`config.mk`:
```
export PLATFORM = sky130hd
export DESIGN_NAME = aets_top
export DESIGN_NICKNAME = d
export VERILOG_FILES = /design/src/pkg/aets_pkg.sv /design/src/hw/aets_mux8.sv /design/src/hw/aets_top.sv
export SDC_FILE = /design/constraint.sdc
export NUM_CORES = 1
export LEC_CHECK = 0
export BUFFER_PORTS_ARGS = -buffer_cell sky130_fd_sc_hd__buf_4
export CAP_MARGIN = 10
export CORE_ASPECT_RATIO = 1.2
export CORE_MARGIN = 1
export CORE_UTILIZATION = 50
export CTS_CLUSTER_DIAMETER = 40
export DETAILED_ROUTE_END_ITERATION = 7
export PLACE_DENSITY = 0.86
export SLEW_MARGIN = 15
export SYNTH_ARGS = -nofsm -noshare
export SYNTH_HDL_FRONTEND = slang
export SYNTH_HIERARCHICAL = 1
export SYNTH_SLANG_ARGS = --single-unit
```
`constraint.sdc`:
```
create_clock -name core_clk -period 6 [get_ports core_clk]
set_input_delay 1.5 -clock core_clk [delete_from_list [all_inputs] [get_ports core_clk]]
set_output_delay 1.5 -clock core_clk [all_outputs]
set_load 0.01 [all_outputs]
```
`src/pkg/aets_pkg.sv`:
```
package aets_pkg;
  localparam int AETS_NUM_CONV = 2;
  localparam int AETS_NUM_GRP = 3;
  localparam int AETS_SEL_W = 3;
  localparam int AETS_NUM_SRC = 8;
  // group index order within a converter
  localparam int AETS_GRP_EVT = 0;
  localparam int AETS_GRP_G1 = 1;
  localparam int AETS_GRP_G2 = 2;
  // source codes
  localparam logic [2:0] AETS_SRC_PIN = 3'h0;
  localparam logic [2:0] AETS_SRC_RTOS = 3'h3;
  // register byte offsets
  localparam logic [11:0] AETS_OFF_MUX = 12'h000;
  localparam logic [11:0] AETS_OFF_SEL = 12'h004;
  localparam logic [11:0] AETS_OFF_STAT = 12'h008;
  // field positions
  localparam int AETS_MUX_DEF_BIT = 0;
  localparam int AETS_MUX_ALT_BIT = 1;
  localparam int AETS_SEL_C2_LSB = 16;
  // reset values and response codes
  localparam logic [1:0] AETS_MUX_RST = 2'h1;
  localparam logic [17:0] AETS_SEL_RST = 18'h00000;
  localparam logic [1:0] AETS_RESP_OKAY = 2'h0;
  localparam logic [1:0] AETS_RESP_SLVERR = 2'h2;
endpackage : aets_pkg

```
`src/hw/aets_mux8.sv`:
```
`timescale 1ns/100ps
module aets_mux8
  import aets_pkg::*;
(
  input wire logic core_clk,
  input wire logic rst_b,
  input wire logic [7:0] src,
  input wire logic [2:0] sel,
  output logic trig
);
  logic trig_nxt;
  always_comb begin
    trig_nxt = src[sel];
  end
  always_ff @(posedge core_clk or negedge rst_b) begin
    if (!rst_b) begin
      trig <= 1'b0;
    end else begin
      trig <= trig_nxt;
    end
  end
endmodule : aets_mux8

```
`src/hw/aets_top.sv`:
```
`timescale 1ns/100ps
module aets_top
  import aets_pkg::*;
(
  input wire logic core_clk,
  input wire logic rst_b,
  input wire logic [11:0] s_axi_awaddr,
  input wire logic s_axi_awvalid,
  output logic s_axi_awready,
  input wire logic [31:0] s_axi_wdata,
  input wire logic [3:0] s_axi_wstrb,
  input wire logic s_axi_wvalid,
  output logic s_axi_wready,
  output logic [1:0] s_axi_bresp,
  output logic s_axi_bvalid,
  input wire logic s_axi_bready,
  input wire logic [11:0] s_axi_araddr,
  input wire logic s_axi_arvalid,
  output logic s_axi_arready,
  output logic [31:0] s_axi_rdata,
  output logic [1:0] s_axi_rresp,
  output logic s_axi_rvalid,
  input wire logic s_axi_rready,
  input wire logic adc1_event_pin,
  input wire logic adc2_event_pin,
  input wire logic [31:0] timer_a_channel,
  input wire logic [31:0] timer_b_channel,
  input wire logic [1:0] gpio_port_b,
  input wire logic rtos_timer_compare0,
  output logic [2:0] conv1_trig,
  output logic [2:0] conv2_trig,
  output logic [1:0] conv_alt_wiring
);
  // mux control bits and select fields
  logic [1:0] mux_r, mux_nxt;
  logic [17:0] sel_r, sel_nxt;
  logic aw_got_r, aw_got_nxt, w_got_r, w_got_nxt;
  logic [11:0] awaddr_r, awaddr_nxt;
  logic [31:0] wdata_r, wdata_nxt;
  logic [3:0] wstrb_r, wstrb_nxt;
  logic bvalid_r, bvalid_nxt;
  logic [1:0] bresp_r, bresp_nxt;
  logic rvalid_r, rvalid_nxt;
  logic [1:0] rresp_r, rresp_nxt;
  logic [31:0] rdata_r, rdata_nxt;
  logic alt_sel;
  logic [7:0] src_def, src_alt, src_c1, src_c2;
  logic [5:0] trig_w;

  function automatic logic [31:0] strb_merge(input logic [31:0] old,
      input logic [31:0] nw, input logic [3:0] strb);
    logic [31:0] res;
    res = old;
    for (int i = 0; i < 4; i++) begin
      if (strb[i]) begin
        res[i*8 +: 8] = nw[i*8 +: 8];
      end
    end
    return res;
  endfunction : strb_merge

  // bit 0 wins; both zero falls back to default
  assign alt_sel = !mux_r[AETS_MUX_DEF_BIT] && mux_r[AETS_MUX_ALT_BIT];

  // pad-side levels straight in, no pin-function gating
  assign src_def = {gpio_port_b[1], gpio_port_b[0], timer_a_channel[14],
    timer_a_channel[12], rtos_timer_compare0, timer_a_channel[10],
    timer_a_channel[8], 1'b0};
  // timer boundary signals, independent of pad routing
  assign src_alt = {timer_b_channel[13], timer_a_channel[11],
    timer_a_channel[19], timer_a_channel[17], rtos_timer_compare0,
    timer_a_channel[27], timer_b_channel[5], 1'b0};

  always_comb begin
    src_c1 = alt_sel ? src_alt : src_def;
    src_c2 = alt_sel ? src_alt : src_def;
    src_c1[AETS_SRC_PIN] = adc1_event_pin;
    src_c2[AETS_SRC_PIN] = adc2_event_pin;
  end

  // one selector per group per converter
  for (genvar g = 0; g < 6; g++) begin : g_grp
    aets_mux8 u_mux (
      .core_clk(core_clk),
      .rst_b(rst_b),
      .src(g < AETS_NUM_GRP ? src_c1 : src_c2),
      .sel(sel_r[g*AETS_SEL_W +: AETS_SEL_W]),
      .trig(trig_w[g])
    );
  end

  assign conv1_trig = trig_w[2:0];
  assign conv2_trig = trig_w[5:3];
  assign conv_alt_wiring = {alt_sel, alt_sel};

  // axi write path: address and data in either order
  assign s_axi_awready = !aw_got_r && !bvalid_r;
  assign s_axi_wready = !w_got_r && !bvalid_r;
  assign s_axi_bvalid = bvalid_r;
  assign s_axi_bresp = bresp_r;
  assign s_axi_arready = !rvalid_r;
  assign s_axi_rvalid = rvalid_r;
  assign s_axi_rresp = rresp_r;
  assign s_axi_rdata = rdata_r;

  always_comb begin
    logic [11:0] a;
    logic [31:0] d;
    logic [3:0] s;
    logic [31:0] cur;
    a = 12'h000;
    d = 32'h00000000;
    s = 4'h0;
    cur = 32'h00000000;
    aw_got_nxt = aw_got_r;
    w_got_nxt = w_got_r;
    awaddr_nxt = awaddr_r;
    wdata_nxt = wdata_r;
    wstrb_nxt = wstrb_r;
    bvalid_nxt = bvalid_r;
    bresp_nxt = bresp_r;
    mux_nxt = mux_r;
    sel_nxt = sel_r;
    if (s_axi_awvalid && s_axi_awready) begin
      aw_got_nxt = 1'b1;
      awaddr_nxt = s_axi_awaddr;
    end
    if (s_axi_wvalid && s_axi_wready) begin
      w_got_nxt = 1'b1;
      wdata_nxt = s_axi_wdata;
      wstrb_nxt = s_axi_wstrb;
    end
    if (aw_got_r && w_got_r) begin
      a = {awaddr_r[11:2], 2'h0};
      d = wdata_r;
      s = wstrb_r;
      aw_got_nxt = 1'b0;
      w_got_nxt = 1'b0;
      bvalid_nxt = 1'b1;
      bresp_nxt = AETS_RESP_OKAY;
      if (a == AETS_OFF_MUX) begin
        cur = strb_merge({30'h0, mux_r}, d, s);
        mux_nxt = cur[1:0];
      end else if (a == AETS_OFF_SEL) begin
        cur = strb_merge({7'h0, sel_r[17:9], 7'h0, sel_r[8:0]}, d, s);
        sel_nxt = {cur[AETS_SEL_C2_LSB +: 9], cur[8:0]};
      end else if (a == AETS_OFF_STAT) begin
        bresp_nxt = AETS_RESP_OKAY;
      end else begin
        bresp_nxt = AETS_RESP_SLVERR;
      end
    end
    if (bvalid_r && s_axi_bready) begin
      bvalid_nxt = 1'b0;
    end
  end

  always_comb begin
    logic [11:0] ra;
    ra = {s_axi_araddr[11:2], 2'h0};
    rvalid_nxt = rvalid_r;
    rresp_nxt = rresp_r;
    rdata_nxt = rdata_r;
    if (s_axi_arvalid && s_axi_arready) begin
      rvalid_nxt = 1'b1;
      rresp_nxt = AETS_RESP_OKAY;
      if (ra == AETS_OFF_MUX) begin
        rdata_nxt = {30'h0, mux_r};
      end else if (ra == AETS_OFF_SEL) begin
        rdata_nxt = {7'h0, sel_r[17:9], 7'h0, sel_r[8:0]};
      end else if (ra == AETS_OFF_STAT) begin
        // live trigger levels and wiring in use
        rdata_nxt = {23'h0, alt_sel, 2'h0, trig_w};
      end else begin
        rdata_nxt = 32'h00000000;
        rresp_nxt = AETS_RESP_SLVERR;
      end
    end else if (rvalid_r && s_axi_rready) begin
      rvalid_nxt = 1'b0;
    end
  end

  always_ff @(posedge core_clk or negedge rst_b) begin
    if (!rst_b) begin
      mux_r <= AETS_MUX_RST;
      sel_r <= AETS_SEL_RST;
      aw_got_r <= 1'b0;
      w_got_r <= 1'b0;
      awaddr_r <= 12'h000;
      wdata_r <= 32'h00000000;
      wstrb_r <= 4'h0;
      bvalid_r <= 1'b0;
      bresp_r <= AETS_RESP_OKAY;
      rvalid_r <= 1'b0;
      rresp_r <= AETS_RESP_OKAY;
      rdata_r <= 32'h00000000;
    end else begin
      mux_r <= mux_nxt;
      sel_r <= sel_nxt;
      aw_got_r <= aw_got_nxt;
      w_got_r <= w_got_nxt;
      awaddr_r <= awaddr_nxt;
      wdata_r <= wdata_nxt;
      wstrb_r <= wstrb_nxt;
      bvalid_r <= bvalid_nxt;
      bresp_r <= bresp_nxt;
      rvalid_r <= rvalid_nxt;
      rresp_r <= rresp_nxt;
      rdata_r <= rdata_nxt;
    end
  end

  a_c1_def_path: assert property (@(posedge core_clk) disable iff (!rst_b)
    !alt_sel |=> conv1_trig[0] == $past(src_def[sel_r[2:0]]) ||
    sel_r[2:0] == AETS_SRC_PIN || $past(sel_r[2:0]) != sel_r[2:0] ||
    $past(alt_sel))
    else $error("converter one default path wrong");
  a_c1_alt_path: assert property (@(posedge core_clk) disable iff (!rst_b)
    alt_sel && $stable(alt_sel) && $stable(sel_r[5:3]) &&
    sel_r[5:3] != AETS_SRC_PIN |=> conv1_trig[1] == $past(src_alt[sel_r[5:3]]))
    else $error("converter one alternate path wrong");
  a_c2_def_path: assert property (@(posedge core_clk) disable iff (!rst_b)
    !alt_sel && $stable(sel_r[11:9]) && $stable(alt_sel) &&
    sel_r[11:9] != AETS_SRC_PIN |=> conv2_trig[0] == $past(src_def[sel_r[11:9]]))
    else $error("converter two default path wrong");
  a_c2_alt_path: assert property (@(posedge core_clk) disable iff (!rst_b)
    alt_sel && $stable(sel_r[17:15]) && $stable(alt_sel) &&
    sel_r[17:15] != AETS_SRC_PIN |=>
    conv2_trig[2] == $past(src_alt[sel_r[17:15]]))
    else $error("converter two alternate path wrong");
  a_def_bit_wins: assert property (@(posedge core_clk) disable iff (!rst_b)
    mux_r[AETS_MUX_DEF_BIT] |-> !alt_sel)
    else $error("default bit must force default wiring");
  a_alt_cond: assert property (@(posedge core_clk) disable iff (!rst_b)
    !mux_r[AETS_MUX_DEF_BIT] && mux_r[AETS_MUX_ALT_BIT] |->
    conv_alt_wiring == 2'h3)
    else $error("alternate wiring not in use");
  a_zero_fallback: assert property (@(posedge core_clk) disable iff (!rst_b)
    mux_r == 2'h0 |-> conv_alt_wiring == 2'h0)
    else $error("both bits zero must give default");
  a_pin_ungated: assert property (@(posedge core_clk) disable iff (!rst_b)
    sel_r[2:0] == AETS_SRC_PIN && $stable(sel_r[2:0]) |=>
    conv1_trig[0] == $past(adc1_event_pin))
    else $error("event pin trigger gated");
  a_cmp0_direct: assert property (@(posedge core_clk) disable iff (!rst_b)
    sel_r[8:6] == AETS_SRC_RTOS && $stable(sel_r[8:6]) |=>
    conv1_trig[2] == $past(rtos_timer_compare0))
    else $error("compare 0 not passed through");
  a_alt_timer: assert property (@(posedge core_clk) disable iff (!rst_b)
    alt_sel && $stable(alt_sel) && sel_r[14:12] == 3'h2 &&
    $stable(sel_r[14:12]) |=> conv2_trig[1] == $past(timer_a_channel[27]))
    else $error("alternate timer trigger wrong");
endmodule : aets_top

```
After elaboration in Yosys (flattened, before gate mapping):

Cells that the tools add are included.

* latch bits: 0
* logic and storage cells: 87
* register bits: 107
* ROM bits: 0
* memories kept: 0
* output and inout bits: 49
* memory bits (writable): 0

* equality and inequality tests: 4
* muxes and demuxes: 30
* div/mod/pow operators: 0
* bitwise logic cells: 1
* magnitude comparators: 6
* add/sub/neg operators: 0
* reduce and logical (&&, ||, !) cells: 25
* multipliers: 0
* shifts and indexed selects: 0

Operators by type and width (count)
* 25-bit two-way mux: 2
* 3-bit by 4-bit < comparator with 1-bit output (second input constant): 6
* 10-bit by 1-bit == test with 1-bit output (second input constant): 2
* 10-bit by 2-bit == test with 1-bit output (second input constant): 2
* 10-bit logical NOT: 2
* 1-bit binary-select mux with 3-bit select: 6
* 4-bit AND reduction: 4
* 1-bit two-way mux: 14
* 2-bit two-way mux: 6
* 1-bit logical AND: 9
* 9-bit two-way mux: 1
* 8-bit two-way mux: 1
* 2-bit nonzero test: 4
* 1-bit logical NOT: 5
* 3-bit AND reduction: 1
* 1-bit NOT: 1

Logic depth before layout (Yosys ltp):

Gate-level depths: netlist of the first run.

* depth after elaboration: 5
* mapped depth: 7
* gate-level depth less buffers: 6

Modules after synthesis:

The synthesis of the first run kept the hierarchy.

Modules (own cells, without submodules)
* aets_top: area each 3275.6 um^2, times used 1, cells an instance 245
* aets_mux8: area each 88.8 um^2, times used 6, cells an instance 4

Least setup slack after synthesis of the first run:

OpenSTA, ideal clock, no wires.

* path type: input-to-reg
* start: input port s_axi_araddr[10]
* end: register rdata_r[16], in the netlist s_axi_rdata[16]
* data required time: 5.935 ns
* setup slack: 3.099 ns
* arrival: 2.835 ns
* setup time: 0.065 ns
* stages: 4
* path buffers: 1
* path through: or4_1 nor4_4 buf_4 a22o_1

* cells in the longest elaborated chain, start to end: 3

Ends and longest elaborated chain
* start, declared: line aets_top.sv:17 `input wire logic [11:0] s_axi_araddr,`
* 10-bit by 1-bit == test with 1-bit output: line aets_top.sv:169 `end else if (ra == AETS_OFF_SEL) begin`
* 25-bit two-way mux: line aets_top.sv:169
* 25-bit two-way mux *: line aets_top.sv:167 `if (ra == AETS_OFF_MUX) begin`
* end signal, assigned: line aets_top.sv:209 `rdata_r <= rdata_nxt;`
* end, declared: line aets_top.sv:45 `logic [31:0] rdata_r, rdata_nxt;`

Every way passes the cells marked *; elsewhere a longest branch is shown, timed or not.
A chain may end at the register's enable or synchronous reset.

Worst setup path in the final report of the first run:

* start: register mux_r[0]
* end: output port conv_alt_wiring[0]

* cells in the longest elaborated chain, start to end: 2

Ends and longest elaborated chain
* start, declared: line aets_top.sv:35 `logic [1:0] mux_r, mux_nxt;`
* start signal, assigned: line aets_top.sv:198 `mux_r <= mux_nxt;`
* 1-bit logical NOT: line aets_top.sv:63 `assign alt_sel = !mux_r[AETS_MUX_DEF_BIT] && mux_r[AETS_MUX_ALT_BIT];`
* 1-bit logical AND: line aets_top.sv:63
* end, declared: line aets_top.sv:32 `output logic [1:0] conv_alt_wiring`

Every way passes these cells.

==> metrics.yaml, run 1 <==
detailed_routing:
  via_count: 2533
  ant_nets: 0
  drc_errors: 0
  drt-vias-per-instance: 5.519
  drt-initial-drc-count: 90
  wl_per_cell_um: 17.32
  drt_wl_total_um: 7951
  dr.pass1.iters: 4
synthesis:
  synth_most_common_cell: "dfrtp_1"
  synth-xor-area-share: 0
  ys_seq_area_frac: 0.5391
  synth.largest_area_cell: "dfrtp_1"
  postSynthAreaPerCell_um2: 14.16
  syn_inst: 269
  synth_top_family_by_area: "multiplexers"
  yosysWarnings: 6
  synth_edf_count: 0
  synthArstFlopShare: 1.000
  synth-adder-area-share: 0
  synth_top_area_frac: 0.5322
  synthMuxAreaShare: 0.2569
  yosysUniqueCellTypes: 37
  synth_seq_cells: 82
  synth_compound_area_frac: 0.05913
  yosys-top-cells-area: "dfrtp_1, mux2_2, mux4_1, buf_4, a22o_1"
  synth-simple-area-share: 0.09166
  synth_area_um2: 3809
  synth-main-ff-cell: "dfrtp_1"
  synth_commonest_cells: "dfrtp_1, mux2_2, nand2_1"
finish:
  multiInputGateArea_um2: 1613
  seq_area_um2: 2053
  n_fill_cell: 543
  design_area_um2: 4797
  nNetsFinal: 500
  antennaDiodeCount: 0
  instances_no_fill: 459
  drive_gt1_frac: 0.4824
  area_delta_synth_final_pct: 25.95
status:
  status: "finished, final reports clean"
sta:
  period_minus_slack_ns: 3.335
  slew_headroom: 0.3203
  worst_slew_pin_slew_ns: 1.020
  drv_slew: 0
  final-hold-violation-count: 0
  clock_skew_ns: 0.009148
  grt_setup_unrepaired: "no"
  finalCritPeriodShare: 0.5558
  timing.fmax_mhz: 299.9
  finalSetupTns_ns: 0
  finalSetupViolCount: 0
  timing.hold.ws_ns: 0.5018
setup_path:
  endpoint_kind: "output pin"
  crit_family: "buffers and inverters"
  cp_max_fo: 9
  path_buf_inv: 2
  critPathKind: "register to output pin"
  worstPathCellList: "nand2b_1, clkinv_1, buf_4"
  worstPathRequired_ns: 4.50
  max_stage_delay_ns: 0.55
  arrival_ns: 1.83
  crit_slowest_cell: "dfstp_2"
  start_kind: "register"
floorplanning:
  fp-row-count: 34
  io_pins: 185
  dieArea_um2: 7971
  initial_core_util: 0.5205
  dieHeight_um: 97.61
  die_w_um: 81.67
  core_um2: 7317
pwr:
  p_per_area_nw_per_um2: 341.6
  p_seq_frac: 0.475
  power_frac_comb: 0.201
  power_switching_mw: 0.4287
  p_leak_nw: 2.288
  p_int_mw: 1.210
  peakVddDrop_mv: 0.2312
  clkPwrFrac: 0.324
  sw_frac_of_total: 0.2616
  total_power_mw: 1.639
clock_network:
  cts_setup_buffers: 0
  post_cts_resized: 0
  root_buffer: "clkbuf_8"
  cts_made_buffers: 9
  numClockSinks: 82
  clkTransAtPathRegs_ns: 0.08
  cts_tree: "done"
  htreeDepth: 3
  postCtsHoldBufs: 0
  max-clock-path-buffers: 2
  clk_latency_ns: 0.35
placement:
  dp_hpwl_um: 5845
  dp_cells: 443
  port_buffers: 96
  globalplace.congestion: 0.7641
  dpl_cell_area_um2: 4522
global_routing:
  met1_usage: 0.2807
  antenna_found_initial: 0
  grt_use_total: 0.2200
  grt-ovfl-total: 0
  grt_pass1_wl_um: 12930
  grt.met3_usage: 0.06291
  busiest_layer: "met2"
  grtUsageMet2: 0.3545
  grt_pass1_vias: 2633
  grt_max_degree: 83
hold_path:
  hold_path.class: "register to register"
job:
  drv_cap: 0
metrics by stage:
stage / util / setup slack [ns]
6_report: 0.6556 / 2.665
5_1_grt: 0.6556 / 2.574
4_1_cts: 0.6556 / 2.654
3_5_place_dp: 0.6180 / 2.674
3_3_place_gp: 0.6180 / 2.707
2_1_floorplan: - / 3.099
area by class of cell:
| type | instances | share of cell area |
|---|---|---|
| repair buffers | 96 | 0.1502 |
| flip-flops and latches | 82 | 0.4280 |
| inverters | 6 | 0.004695 |
| well taps | 90 | 0.02347 |
| clock buffers | 10 | 0.02869 |
| clock inverters | 6 | 0.02869 |
| multi-input cells | 169 | 0.3362 |
routing by layer:
layer,vias to the layer above,share of wire
li1,1169,-
met4,0,0.021
met1,1243,0.40
met2,101,0.51
met3,20,0.065
met5,-,0
cell usage in the layout (no fill, tap or decap), drive strengths merged, types with 2 or more instances in the layout:
| cell type | Yosys | final |
|---|---|---|
| a22o | 13 | 13 |
| o32ai | 2 | 2 |
| clkbuf | 5 | 10 |
| nor4 | 8 | 8 |
| a21oi | 3 | 3 |
| conb | 1 | 16 |
| inv | 5 | 5 |
| mux2 | 58 | 58 |
| buf | 22 | 96 |
| nor2b | 2 | 2 |
| nand2 | 20 | 20 |
| mux4 | 12 | 12 |
| and2 | 7 | 7 |
| bufinv | 0 | 4 |
| nand2b | 4 | 4 |
| or4 | 3 | 3 |
| a221o | 5 | 5 |
| clkinv | 1 | 3 |
| nor2 | 3 | 3 |
| dfrtp | 81 | 81 |
| nand4 | 2 | 2 |
path summary, 6_finish.rpt:
kind                             start             endpoint  slack, ns  cells past startpoint
setup / recovery              mux_r[0]   conv_alt_wiring[0]       2.67                      3
hold / removal             wdata_r[19]            sel_r[12]       0.50                      1
setup reg to reg              mux_r[0]  g_grp[1].u_mux/trig       3.50                      6
hold reg to reg            wdata_r[19]            sel_r[12]       0.50                      1
max in group asynchronous        rst_b             aw_got_r       4.06                      1
min in group asynchronous        rst_b          wdata_r[16]       1.31                      1
registers in the layout, summed over array words and instances, names as in the netlist:
register          flops
sel_r                18
s_axi_rresp           1
s_axi_bresp           1
awaddr_r             10
g_grp.u_mux/trig      6
s_axi_bvalid          1
wdata_r              18
s_axi_rdata          18
aw_got_r              1
mux_r                 2
wstrb_r               4
w_got_r               1
s_axi_rvalid          1
logic make-up (layout without fill, tap and decap cells):
logic type / Yosys count / count (layout)
muxes: 71 / 71
AOI/OAI and AO/OA: 27 / 27
buffers and inverters: 33 / 118
and+or+nand+nor: 55 / 55
DFF: 82 / 82
other: 1 / 16
power groups by stage:
stage	Clock (mW)	Combinational, mW	Sequential [mW]
6_report	0.530	0.330	0.779
5_1_grt	0.561	0.361	0.794
4_1_cts	0.533	0.335	0.777
3_5_place_dp	0	0.333	0.784
3_3_place_gp	0	0.317	0.775
2_1_floorplan	0	0.240	0.757
No activity file was read; power rests on OpenSTA's default activity.
==> run 2, diff against run 1 <==
--- a/config.mk
+++ b/config.mk
@@ -9,10 +9,10 @@
 export CAP_MARGIN = 10
 export CORE_ASPECT_RATIO = 1.2
 export CORE_MARGIN = 1
-export CORE_UTILIZATION = 50
+export CORE_UTILIZATION = 46
 export CTS_CLUSTER_DIAMETER = 40
 export DETAILED_ROUTE_END_ITERATION = 7
-export PLACE_DENSITY = 0.86
+export PLACE_DENSITY = 0.8
 export SLEW_MARGIN = 15
 export SYNTH_ARGS = -nofsm -noshare
 export SYNTH_HDL_FRONTEND = slang
==> constraint.sdc (replaced) <==
create_clock -name core_clk -period 3.2 [get_ports core_clk]
set_input_delay 0.8 -clock core_clk [delete_from_list [all_inputs] [get_ports core_clk]]
set_output_delay 0.8 -clock core_clk [all_outputs]
set_load 0.01 [all_outputs]
==> run 2 against run 1 <==
Net effect: global-route usage decreased by 3.6 points; sequential share of layout area grew 0.67 points; worst hold slack lost 0.0040 ns; routed wire length down 5.1%; critical path depth unchanged; sequential power grew 85%; non-clock buffer count up 2; setup slack got worse by 2.1 ns; clock-buffer cell count increased by 1; total power rose by 67%; critical endpoint is now conv_alt_wiring[1]; first-iteration DRC count fell by 14%; cell count increased by 1.5%.
==> metrics.yaml, run 2 (synthesis results as in run 1) <==
status:
  status: "finished, final reports clean"
detailed_routing:
  drt-vias-per-instance: 5.403  # -2.1%
  drt_wl_total_um: 7543  # -5.1%
  ant_nets: 0  # unchanged
  drc_errors: 0  # unchanged
  via_count: 2518  # -0.59%
  drt-initial-drc-count: 77  # -14%
  dr.pass1.iters: 4  # unchanged
  wl_per_cell_um: 16.19  # -6.6%
floorplanning:
  dieHeight_um: 101.7  # +4.2%
  fp-row-count: 36  # +5.9%
  io_pins: 185  # unchanged
  die_w_um: 85.07  # +4.2%
  dieArea_um2: 8649  # +8.5%
  initial_core_util: 0.4724  # -0.04814
  core_um2: 8063  # +10%
clock_network:
  max-clock-path-buffers: 2  # unchanged
  post_cts_resized: 0  # unchanged
  clk_latency_ns: 0.35  # about the same
  clkTransAtPathRegs_ns: 0.08  # about the same
  htreeDepth: 3  # unchanged
  postCtsHoldBufs: 0  # unchanged
  root_buffer: "clkbuf_8"
  cts_made_buffers: 9  # unchanged
  cts_setup_buffers: 0  # unchanged
  cts_tree: "done"
  numClockSinks: 82  # unchanged
global_routing:
  grt_max_degree: 83  # unchanged
  antenna_found_initial: 0  # unchanged
  grt.met3_usage: 0.06194  # -0.0009711
  busiest_layer: "met2"
  grtUsageMet2: 0.3096  # -0.04493
  grt-ovfl-total: 0  # unchanged
  grt_use_total: 0.1844  # -0.03563
  met1_usage: 0.2095  # -0.07114
  grt_pass1_wl_um: 11800  # -8.7%
  grt_pass1_vias: 2488  # -5.5%
sta:
  timing.fmax_mhz: 384.8
  finalSetupTns_ns: 0  # unchanged
  fin_ws_ns: 0.6009  # -2.064 ns
  drv_slew: 0  # unchanged
  timing.hold.ws_ns: 0.4978  # -0.003980 ns
  slew_headroom: 0.3326  # +0.01235
  final-hold-violation-count: 0  # unchanged
  grt_setup_unrepaired: "no"
  clock_skew_ns: 0.009864  # +0.0007157 ns
  period_minus_slack_ns: 2.599
  worst_slew_pin_slew_ns: 1.001  # -0.01853 ns
  finalSetupViolCount: 0  # unchanged
  finalCritPeriodShare: 0.8122
pwr:
  p_leak_nw: 2.261  # -1.2%
  total_power_mw: 2.738  # +67%
  p_per_area_nw_per_um2: 579.7  # +70%
  peakVddDrop_mv: 0.4161  # +80%
finish:
  antennaDiodeCount: 0  # unchanged
  fin_util: 0.5858  # -0.06979
  design_area_um2: 4723  # -1.5%
  instances_no_fill: 466  # +1.5%
  final_common_cell: "buf_4"
  final_cell_mix: "buf_4, dfrtp_1, mux2_2, nand2_1, conb_1"
  area_delta_synth_final_pct: 24.01
  nNetsFinal: 502  # +0.40%
  drive_gt1_frac: 0.4852  # +0.002790
setup_path:
  worstReg2RegEnd: "g_grp[4].u_mux/trig"
  crit_slowest_cell: "dfstp_2"
  r2r_slack_ns: 0.78  # -2.72 ns
  max_stage_delay_ns: 0.55  # about the same
  start_kind: "register"
  worstPathRequired_ns: 2.40  # -2.10 ns
  cp_max_fo: 9  # unchanged
  worstRegToRegCells: 6  # unchanged
  critPathKind: "register to output pin"
  endpoint_kind: "output pin"
  arrival_ns: 1.80  # -0.03 ns
  r2r-start: "mux_r[0]"
  worstPathCellList: "nand2b_1, clkinv_1, buf_4"
hold_path:
  whs_endpoint: "sel_r[4]"
  hold_path.class: "register to register"
  hold_depth: 1  # unchanged
  hp-start: "wdata_r[4]"
job:
  drv_cap: 0  # unchanged
placement:
  port_buffers: 96  # unchanged
  globalplace.congestion: 0.8119  # +6.3%
  dp_slack_ns: 0.7538  # -1.920 ns
  dpl_cell_area_um2: 4543  # +0.47%
  dp_hpwl_um: 5760  # -1.5%
  dp_cells: 450  # +1.6%
run 2: worst max-delay path, delay by kind of cell (launching register included):
family                 cells  cell delay (ns)
buffers and inverters      2             0.60
flip-flops                 1             0.55
AND/OR/NAND/NOR            1             0.29
run 2: power by group:
group	switching, mW	internal [mW]	leakage [nW]	total (mW)
Combinational	0.243	0.371	1.12	0.615
Sequential	0.164	1.28	1.04	1.44
Clock	0.359	0.320	0.0988	0.679
run 2: cell type report:
| class | instances | area [µm²] |
|---|---|---|
| Clock buffer | 11 | 151.4 |
| Tap cell | 95 | 118.9 |
| Inverter | 6 | 22.52 |
| Fill cell | 624 | 3339 |
| Clock inverter | 5 | 28.78 |
| Sequential cell | 82 | 2053 |
| Timing Repair Buffer | 98 | 735.7 |
| Multi-Input combinational cell | 169 | 1613 |
run 2: how the worst max path moves through the flow:
stage          cells after the start  slack, ns        startpoint                  end
6_report                           3       0.60          mux_r[0]   conv_alt_wiring[1]
5_1_grt                            3       0.45          mux_r[0]   conv_alt_wiring[0]
4_1_cts                            3       0.54          mux_r[0]   conv_alt_wiring[0]
3_5_place_dp                       6       0.75          mux_r[0]  g_grp[4].u_mux/trig
3_3_place_gp                       6       0.85          mux_r[0]  g_grp[1].u_mux/trig
2_1_floorplan                      4        1.0  s_axi_araddr[10]      s_axi_rdata[16]
run 2: per-layer routing:
metal  wire [µm]  share of wire
met1        3000           0.40
met2        3891           0.52
met3         454          0.060
met4         196          0.026
met5           0              0
